--- src/inc/stdio_pkg.sv ---
package stdio_pkg;
    // Bus and latch widths
    localparam int DATA_W    = 8;
    localparam int DIN_W     = 16;
    localparam int TX_COUNT  = 4;
    localparam int BIT_CNT_W = 3;
    // Reset values and last bit count
    localparam logic [7:0]  STROBE_RST   = 8'h00;
    localparam logic [7:0]  DOUT_RST     = 8'h00;
    localparam logic [15:0] DIN_RST      = 16'h0000;
    localparam logic [2:0]  BIT_CNT_LAST = 3'h7;
    // Interrupt-mode strap levels
    localparam logic STRAP_HIGH = 1'b1;
    localparam logic STRAP_LOW  = 1'b0;
    // Serialiser states
    typedef enum logic [2:0] {
        ST_IDLE  = 3'b001,
        ST_SHIFT = 3'b010,
        ST_DONE  = 3'b100
    } stdio_tx_state_e;
endpackage

--- src/inc/stdio_if.sv ---
interface stdio_if;
    // Serial link, device to line and loopback
    logic       lineHigh;
    logic       lineLow;
    logic       loopbackInputA;
    logic       loopbackInputB;
    // Monitor shutdown lines and straps
    logic       monitorShutdownFirst;
    logic       monitorShutdownSecond;
    logic       strapHigh;
    logic       strapLow;
    // Discrete lines
    logic [15:0] discreteIn;
    logic [7:0]  discreteOut;
    logic [3:0]  txSelect;
    logic        txSync;

    modport device (
        output lineHigh, lineLow, loopbackInputA, loopbackInputB,
        output discreteOut, txSelect, txSync,
        input  monitorShutdownFirst, monitorShutdownSecond,
        input  strapHigh, strapLow, discreteIn
    );
    modport far (
        input  lineHigh, lineLow, loopbackInputA, loopbackInputB,
        input  discreteOut, txSelect, txSync,
        output monitorShutdownFirst, monitorShutdownSecond,
        output strapHigh, strapLow, discreteIn
    );
endinterface

--- src/rtl/stdio_device.sv ---
// Behaviour
// Write strobe low loads byte for serial shift
// Serial bit drives bipolar line pair
// Line output looped back for readback
// Sixteen discrete inputs latched onto data bus; code latches 15, with the strap copy in bit 8 in place of input 8
// Output write latches both output groups
// First group selects and syncs transmitters
// Second group drives discrete output lines
// Strap inverted gives gate enable, reinverted
// Monitor lines low leave transmitter untouched
// Monitor line high forces gate low
// Shutdown gating follows monitor combinationally; code gates from two-flop synchronised monitors, outputs registered
module stdio_device (
    // Clock and reset
    input  wire logic        mclk,
    input  wire logic        nrst,
    // Link
    stdio_if.device          link,
    // Processor slow bus
    input  wire logic [7:0]  dataIn,
    input  wire logic        ioSelectSerial_n,
    input  wire logic        write_n,
    input  wire logic        transmitPathEnable,
    input  wire logic        ioSelectFive_n,
    output logic [15:0]      discreteRead,
    output logic [7:0]       loopbackByte,
    output logic             loopbackValid,
    output logic             txBusy,
    output logic             intGateEnable
);
    stdio_pkg::stdio_tx_state_e state;
    stdio_pkg::stdio_tx_state_e next_state;
    logic [7:0] shiftReg;
    logic [2:0] bitCnt;
    logic [7:0] strobeGroup;
    logic [7:0] rxShift;
    logic [2:0] rxCnt;
    logic [1:0] monA;
    logic [1:0] monB;
    logic [15:0] dinA;
    logic [15:0] dinB;
    logic [1:0] strapA;
    logic [1:0] strapB;
    logic       serialBit;
    logic       serialActive;

    // Counter step shared by shifter and loopback receiver
    function automatic logic [2:0] countStep(input logic [2:0] count);
        countStep = count + 3'h1;
    endfunction

    // Gate high while enabled and its monitor line is low
    function automatic logic shutdownGate(input logic enable,
                                          input logic monitorLine);
        shutdownGate = enable && !monitorLine;
    endfunction

    // Write decode
    wire txWrite  = !ioSelectSerial_n && !write_n;
    wire outWrite = !ioSelectFive_n && !write_n && transmitPathEnable;

    // Low strap inverted gives gate enable; reinverted copy goes to latch
    wire gateEn    = !strapB[0];
    wire strapBack = !gateEn;
    // Gate outputs: low when monitor line high
    wire gateFirst  = shutdownGate(gateEn, monB[0]);
    wire gateSecond = shutdownGate(gateEn, monB[1]);
    wire txRun      = gateFirst && gateSecond;

    // Serialiser next state
    always_comb begin
        next_state = state;
        case (state)
            stdio_pkg::ST_IDLE: begin
                if (txWrite) begin
                    next_state = stdio_pkg::ST_SHIFT;
                end
            end
            stdio_pkg::ST_SHIFT: begin
                if (txRun && bitCnt == stdio_pkg::BIT_CNT_LAST) begin
                    next_state = stdio_pkg::ST_DONE;
                end
            end
            stdio_pkg::ST_DONE: begin
                next_state = stdio_pkg::ST_IDLE;
            end
            default: begin
                next_state = stdio_pkg::ST_IDLE;
            end
        endcase
    end

    assign serialBit    = shiftReg[0];
    assign serialActive = (state == stdio_pkg::ST_SHIFT) && txRun;

    // Line pair levels for the bit on the shifter; both low is null
    wire lineMark  = serialActive && serialBit;
    wire lineSpace = serialActive && !serialBit;

    // Serialiser registers, stalled while shutdown gates low
    always_ff @(posedge mclk) begin
        if (!nrst) begin
            state    <= stdio_pkg::ST_IDLE;
            shiftReg <= 8'h00;
            bitCnt   <= 3'h0;
        end else begin
            state <= next_state;
            if (state == stdio_pkg::ST_IDLE && txWrite) begin
                shiftReg <= dataIn;
                bitCnt   <= 3'h0;
            end else if (serialActive) begin
                shiftReg <= {1'b0, shiftReg[7:1]};
                bitCnt   <= countStep(bitCnt);
            end
        end
    end

    // Bipolar line pair and loopback drive
    always_ff @(posedge mclk) begin
        if (!nrst) begin
            link.lineHigh       <= 1'b0;
            link.lineLow        <= 1'b0;
            link.loopbackInputA <= 1'b0;
            link.loopbackInputB <= 1'b0;
        end else begin
            link.lineHigh       <= lineMark;
            link.lineLow        <= lineSpace;
            link.loopbackInputA <= lineMark;
            link.loopbackInputB <= lineSpace;
        end
    end

    // Loopback bit present and shifter with that bit taken in
    wire       rxAny  = link.loopbackInputA || link.loopbackInputB;
    wire [7:0] rxNext = {link.loopbackInputA, rxShift[7:1]};

    // Loopback receiver rebuilds each sent byte
    always_ff @(posedge mclk) begin
        if (!nrst) begin
            rxShift       <= 8'h00;
            rxCnt         <= 3'h0;
            loopbackByte  <= 8'h00;
            loopbackValid <= 1'b0;
        end else begin
            loopbackValid <= 1'b0;
            if (rxAny) begin
                rxShift <= rxNext;
                rxCnt   <= countStep(rxCnt);
                if (rxCnt == stdio_pkg::BIT_CNT_LAST) begin
                    loopbackByte  <= rxNext;
                    loopbackValid <= 1'b1;
                end
            end
        end
    end

    // Synchronisers for pins from the far end
    always_ff @(posedge mclk) begin
        if (!nrst) begin
            monA   <= 2'h0;
            monB   <= 2'h0;
            dinA   <= stdio_pkg::DIN_RST;
            dinB   <= stdio_pkg::DIN_RST;
            strapA <= 2'h0;
            strapB <= 2'h0;
        end else begin
            monA   <= {link.monitorShutdownSecond, link.monitorShutdownFirst};
            monB   <= monA;
            dinA   <= link.discreteIn;
            dinB   <= dinA;
            strapA <= {link.strapHigh, link.strapLow};
            strapB <= strapA;
        end
    end

    // Discrete input latch, strap copy in bit 0 of second group
    always_ff @(posedge mclk) begin
        if (!nrst) begin
            discreteRead  <= stdio_pkg::DIN_RST;
            intGateEnable <= 1'b0;
            txBusy        <= 1'b0;
        end else begin
            discreteRead  <= {dinB[15:9], strapBack, dinB[7:0]};
            intGateEnable <= gateEn;
            txBusy        <= (next_state != stdio_pkg::ST_IDLE);
        end
    end

    // Output latch: strobe group and discrete group
    always_ff @(posedge mclk) begin
        if (!nrst) begin
            strobeGroup      <= stdio_pkg::STROBE_RST;
            link.discreteOut <= stdio_pkg::DOUT_RST;
        end else if (outWrite) begin
            strobeGroup      <= dataIn;
            link.discreteOut <= dataIn;
        end
    end

    // Transmitter select and sync, forced low by shutdown
    always_ff @(posedge mclk) begin
        if (!nrst) begin
            link.txSelect <= 4'h0;
            link.txSync   <= 1'b0;
        end else begin
            link.txSelect <= txRun ? strobeGroup[3:0] : 4'h0;
            link.txSync   <= txRun && strobeGroup[4];
        end
    end
endmodule

--- src/flat_wrapper.sv ---
// flat-port wrapper written by rule: the top's interface ports become plain ports
module stdio_device_flat 
  (mclk, nrst, dataIn, ioSelectSerial_n, write_n, transmitPathEnable, ioSelectFive_n, discreteRead, loopbackByte, loopbackValid, txBusy, intGateEnable, link_lineHigh, link_lineLow, link_loopbackInputA, link_loopbackInputB, link_discreteOut, link_txSelect, link_txSync, link_monitorShutdownFirst, link_monitorShutdownSecond, link_strapHigh, link_strapLow, link_discreteIn);
  stdio_if link_i ();
  input  wire logic mclk;
  input  wire logic nrst;
  input  wire logic [7:0] dataIn;
  input  wire logic ioSelectSerial_n;
  input  wire logic write_n;
  input  wire logic transmitPathEnable;
  input  wire logic ioSelectFive_n;
  output logic [15:0] discreteRead;
  output logic [7:0] loopbackByte;
  output logic loopbackValid;
  output logic txBusy;
  output logic intGateEnable;
  output wire logic [$bits(link_i.lineHigh)-1:0] link_lineHigh;
  output wire logic [$bits(link_i.lineLow)-1:0] link_lineLow;
  output wire logic [$bits(link_i.loopbackInputA)-1:0] link_loopbackInputA;
  output wire logic [$bits(link_i.loopbackInputB)-1:0] link_loopbackInputB;
  output wire logic [$bits(link_i.discreteOut)-1:0] link_discreteOut;
  output wire logic [$bits(link_i.txSelect)-1:0] link_txSelect;
  output wire logic [$bits(link_i.txSync)-1:0] link_txSync;
  input wire logic [$bits(link_i.monitorShutdownFirst)-1:0] link_monitorShutdownFirst;
  input wire logic [$bits(link_i.monitorShutdownSecond)-1:0] link_monitorShutdownSecond;
  input wire logic [$bits(link_i.strapHigh)-1:0] link_strapHigh;
  input wire logic [$bits(link_i.strapLow)-1:0] link_strapLow;
  input wire logic [$bits(link_i.discreteIn)-1:0] link_discreteIn;
  assign link_lineHigh = link_i.lineHigh;
  assign link_lineLow = link_i.lineLow;
  assign link_loopbackInputA = link_i.loopbackInputA;
  assign link_loopbackInputB = link_i.loopbackInputB;
  assign link_discreteOut = link_i.discreteOut;
  assign link_txSelect = link_i.txSelect;
  assign link_txSync = link_i.txSync;
  assign link_i.monitorShutdownFirst = link_monitorShutdownFirst;
  assign link_i.monitorShutdownSecond = link_monitorShutdownSecond;
  assign link_i.strapHigh = link_strapHigh;
  assign link_i.strapLow = link_strapLow;
  assign link_i.discreteIn = link_discreteIn;
  stdio_device u_core (.mclk(mclk), .nrst(nrst), .link(link_i), .dataIn(dataIn), .ioSelectSerial_n(ioSelectSerial_n), .write_n(write_n), .transmitPathEnable(transmitPathEnable), .ioSelectFive_n(ioSelectFive_n), .discreteRead(discreteRead), .loopbackByte(loopbackByte), .loopbackValid(loopbackValid), .txBusy(txBusy), .intGateEnable(intGateEnable));
endmodule
--- config.mk ---
export PLATFORM = sky130hd
export DESIGN_NAME = stdio_device_flat
export DESIGN_NICKNAME = d
export VERILOG_FILES = /design/src/inc/stdio_pkg.sv /design/src/inc/stdio_if.sv /design/src/rtl/stdio_device.sv /design/src/flat_wrapper.sv
export SDC_FILE = /design/constraint.sdc
export NUM_CORES = 1
export LEC_CHECK = 0
export BUFFER_PORTS_ARGS = -buffer_cell sky130_fd_sc_hd__buf_4
export CORE_UTILIZATION = 52
export CTS_CLUSTER_DIAMETER = 200
export CTS_CLUSTER_SIZE = 14
export DETAILED_ROUTE_END_ITERATION = 7
export PLACE_DENSITY = 0.78
export REMOVE_ABC_BUFFERS = 1
export SKIP_LAST_GASP = 1
export SYNTH_ARGS = -nofsm -noshare
export SYNTH_HDL_FRONTEND = slang
export SYNTH_SLANG_ARGS = --single-unit
--- constraint.sdc ---
create_clock -name mclk -period 1.7 [get_ports mclk]
set_input_delay 0.17 -clock mclk [delete_from_list [all_inputs] [get_ports mclk]]
set_output_delay 0.17 -clock mclk [all_outputs]
set_load 0.03 [all_outputs]
## Word-level counts from Yosys, hierarchy flattened

Index checks and enable logic that the tools add are counted.

| cells by class | value |
|---|---|
| add/sub/neg operators | 2 |
| mux-type cells | 6 |
| bitwise logic cells | 1 |
| reductions and logical operators | 25 |
| equality and inequality tests | 5 |

Operators by type and width:

| operator | number |
|---|---|
| two-way mux 8 bit | 2 |
| logical AND 1 bit | 12 |
| zero test 1 bit | 7 |
| adder 3 x 1 -> 3 bit (second input constant) | 2 |
| equality test 3 bit (second input constant) | 2 |
| two-way mux 3 bit | 2 |
| one-hot mux 3 bit (2 select lines) | 1 |
| AND reduction 2 bit | 3 |
| equality test 3 x 1 -> 1 bit (second input constant) | 1 |
| equality test 3 x 2 -> 1 bit (second input constant) | 1 |
| != test 3 x 1 -> 1 bit (second input constant) | 1 |
| nonzero test 2 bit | 1 |
| OR reduction 2 bit | 1 |
| logical OR 1 bit | 1 |
| two-way mux 1 bit | 1 |
| inverter 1 bit | 1 |

| storage, ports and cells | value |
|---|---|
| flip-flop bits (word level) | 105 |
| output and inout port bits | 44 |
| input port bits | 34 |
| word-level logic and storage cells | 60 |

## Depth between registers and ports, before layout

| depth | value |
|---|---|
| depth after elaboration | 7 |
| gate-level depth with buffers | 6 |
| mapped depth without buffers | 5 |

## Least setup slack after synthesis

OpenSTA, ideal clock, no wires.

| path | value |
|---|---|
| kind | reg-to-reg |
| from | reg, netlist name u_core.link.lineHigh |
| to | reg u_core.loopbackByte[6] |
| setup slack | 181 ps |
| period minus slack after synthesis | 1519 ps |
| data arrival time | 1449 ps |
| setup time | 70 ps |
| stages on the path, launching flop included | 6 |
| required time | 1630 ps |
| path buffers | 2 |
| cells stage by stage | dfxtp_1 > or2_2 > clkbuf_1 > clkbuf_1 > nand3_1 > a21oi_1 |

RTL lines:

| element | RTL line | source |
|---|---|---|
| to (signal assigned) | stdio_device.sv:150 | `loopbackByte <= rxNext;` |
| to (decl) | stdio_device.sv:26 | `output logic [7:0] loopbackByte,` |

## Worst setup path in the final report

| path | value |
|---|---|
| from | reg u_core.state[1] |
| to | reg u_core.shiftReg[7] |

| between the ends | value |
|---|---|
| word-level cells in the longest chain between the ends | 3 |
| elaborated cells on any way between the ends | 6 |
| those cells by class | 2 x eq/ne; 1 x mux; 3 x reduce/logical |

Ends and longest elaborated chain:

| element | RTL line | source |
|---|---|---|
| from (decl) | stdio_device.sv:31 | `stdio_pkg::stdio_tx_state_e state;` |
| from (signal assigned) | stdio_device.sv:103 | `state <= stdio_pkg::ST_IDLE;` |
| from (signal assigned) | stdio_device.sv:107 | `state <= next_state;` |
| equality test 3 x 1 -> 1 bit / equality test 3 x 2 -> 1 bit (equally long branches) | stdio_device.sv:108, stdio_device.sv:94 |  |
| logical AND 1 bit (on tied branches) | stdio_device.sv:108, stdio_device.sv:94 |  |
| two-way mux 8 bit / nonzero test 2 bit (equally long branches) | - |  |
| to (signal assigned) | stdio_device.sv:109 | `shiftReg <= dataIn;` |
| to (signal assigned) | stdio_device.sv:112 | `shiftReg <= {1'b0, shiftReg[7:1]};` |
| to (decl) | stdio_device.sv:33 | `logic [7:0] shiftReg;` |

Several ways; a longest one is shown, not always the timed one.
A chain may end at the register's enable or synchronous reset.

==> results.cfg <==
[job]
max_cap_violations = 0

[floorplan]
initial_core_util_pct = 54.6
core_mm2 = 0.00603
fp.dieW_um = 81.5
dieArea_mm2 = 0.00665
rows = 28
io_pins = 78
die_y_um = 81.5

[pwr]
ir_drop_mv = 0.790
power_leakage_nw = 1.80
p_per_area_mw_per_mm2 = 1060
finalPower_mw = 4.40

[drt]
drtPass1Iterations = 4
viasPerCell = 4.94
drt_first_iter_violations = 75
ant_nets = 0
drc_errors = 0
wirelength_um = 5660
via_count = 2340
routedWlPerCell_um = 11.9

[timing]
fin_skew_ps = 9.28
max-slew-margin-rel_pct = 61.5
final-setup-viol-count = 0
rsz0062_at_grt = false
hold_viol_final = 0
tns_ps = 0
max_freq_mhz = 621
whs_ps = 15.8
slew_viol_final = 0
min_period_ps = 1610
final.period_utilization_pct = 94.7
tightest_slew_ps = 573

[clocking]
cts_tree = built
path_clk_slew_ps = 100
post_cts_buffers = 0
ctsRootBufferMaster = clkbuf_8
cts.sinks = 102
cts_made_buffers = 9
htreeDepth = 3
clockBufferDepth = 2
clkLatencyLatePin_ps = 350

[placed_design]
gp_congestion = 0.771
dpl_cell_area_mm2 = 0.00392
port_buffers = 75
hpwl_um = 3810
dp_cells = 456

[final_layout]
fin_area_mm2 = 0.00416
register_area_mm2 = 0.00204
antenna_cells = 0
finalNonFillerCells = 474
fillers = 476
multi_input_area_mm2 = 0.00113
drive_gt1_share_pct = 27.3
area_growth_pct = 26.5
finalNetCount = 432

[logic_synthesis]
synth_top_cell_area_share_pct = 62.1
synth-seq-cells = 102
synth_cells = 317
synth_area_leader_cell = dfxtp_1
seq_area_frac_synth_pct = 62.1
syn_area_mm2 = 0.00329
synth.avg_cell_area_um2 = 10.4
synth_edf_count = 0
ys.warnings.count = 0
synthTopCellsByCount = 102 x dfxtp_1, 52 x and2_1, 27 x nand2_1, 20 x a21oi_1, 16 x nand3_1
synthArstFlopShare_pct = 0
yosys-top-cells-area = dfxtp_1 62%, and2_1 9.9%, nand2_1 3.1%, a21oi_1 3.0%, mux2i_1 2.4%
synthMostInstantiatedCell = dfxtp_1
synthFlopType = dfxtp_1
yosysUniqueCellTypes = 33

[grt]
antenna_found_initial = 0
grt_max_degree = 38
grtUsageTotal_pct = 18.1
grt.overflow.total = 0
grt_first_pass_wirelength_um = 9140
grt_pass1_vias = 2077

[critical_path]
crit_type = flop to flop
endpoint_kind = flop
cp.arrival_ps = 1860
crit_fanout = 9
cp-start-kind = flop
required_ps = 1950

[outcome]
outcome = complete, no violations

[hold_path]
worst_hold_path_type = input pin to flop
==> report_power, final <==
part / internal [mW] / total (mW) / switching (mW)
Clock: 0.793 / 1.62 / 0.831
Combinational: 0.139 / 0.289 / 0.150
Sequential: 2.46 / 2.49 / 0.0250
==> critical path, stage by stage, from the launching register on <==
cell     delay (ps)
dfxtp_1         340
or4b_4          530
or2_1           360
a41o_1          280
==> layout make-up <==
class	instances	area share [%]
clock buffers	11	3.64
repair buffers	87	15.8
inverters	3	0.271
multi-input cells	191	27.2
clock inverters	5	1.68
flip-flops and latches	102	49.1
well taps	75	2.26
==> path summary, 6_finish.rpt <==
kind | startpoint | slack (ps) | cells past startpoint | to
max | u_core.state[1] | 90 | 3 | u_core.shiftReg[7]
min | link_discreteIn[14] | 20 | 2 | u_core.dinA[14]
max reg2reg | u_core.state[1] | 90 | 3 | u_core.shiftReg[7]
min reg2reg | u_core.dinA[0] | 430 | 1 | u_core.dinB[0]
==> layer usage <==
layer / up-vias / part of all wire [%] / track usage [%]
li1: 1208 / - / -
met3: 4 / 5.8 / 5.56
met1: 1060 / 45 / 22.3
met5: - / 0 / 0
met2: 68 / 48 / 29.2
met4: 0 / 0.88 / 7.86
==> kinds of logic after synthesis <==
family | after synthesis | synth area share [%]
flip-flops | 102 | 62.1
buffers and inverters | 24 | 3.46
multiplexers | 8 | 2.43
XOR/XNOR | 1 | 0.266
AO/OA/AOI/OAI | 42 | 7.68
AND/OR/NAND/NOR | 136 | 22.6
adder cells (fa/ha/maj) | 4 | 1.52
==> through the flow <==
step,worst slack (ps),util [%]
6_report,90.4,69.0
5_1_grt,46.8,69.0
4_1_cts,22.1,68.7
3_5_place_dp,34.3,65.0
3_3_place_gp,48.4,65.0
2_1_floorplan,63.8,-
==> layout by cell type (no fill, tap or decap), types with 7 or more instances in the layout <==
cell type  instances
nor3_1            10
buf_4             85
a311oi_1           7
a21oi_1           20
clkbuf_8          11
and2_1            52
nand2_1           27
nor2_1            13
mux2i_1            8
and3_1             7
dfxtp_1          102
nand3_1           16
o21ai_0           11
==> flip-flops by register name (all words and copies together), names as in the netlist <==
| name | count |
|---|---|
| u_core.link.txSelect | 4 |
| u_core.link.lineLow | 1 |
| u_core.loopbackValid | 1 |
| u_core.txBusy | 1 |
| u_core.loopbackByte | 8 |
| u_core.rxCnt | 3 |
| u_core.discreteRead | 16 |
| u_core.monB | 2 |
| u_core.monA | 2 |
| u_core.rxShift | 7 |
| u_core.strapA | 1 |
| u_core.link.discreteOut | 8 |
| u_core.shiftReg | 8 |
| u_core.state | 3 |
| u_core.dinA | 15 |
| u_core.dinB | 15 |
| u_core.strapB | 1 |
| u_core.intGateEnable | 1 |
| u_core.bitCnt | 3 |
| u_core.link.txSync | 1 |
| u_core.link.lineHigh | 1 |
==> repair_timing <==
action                                  4_1_cts  5_1_grt
hold buffers                                  0        2
hold endpoints to repair                      0        2
gates resized for setup                       0        1
endpoints found under the setup margin        0        8
Power figures use the tool's default switching activity.
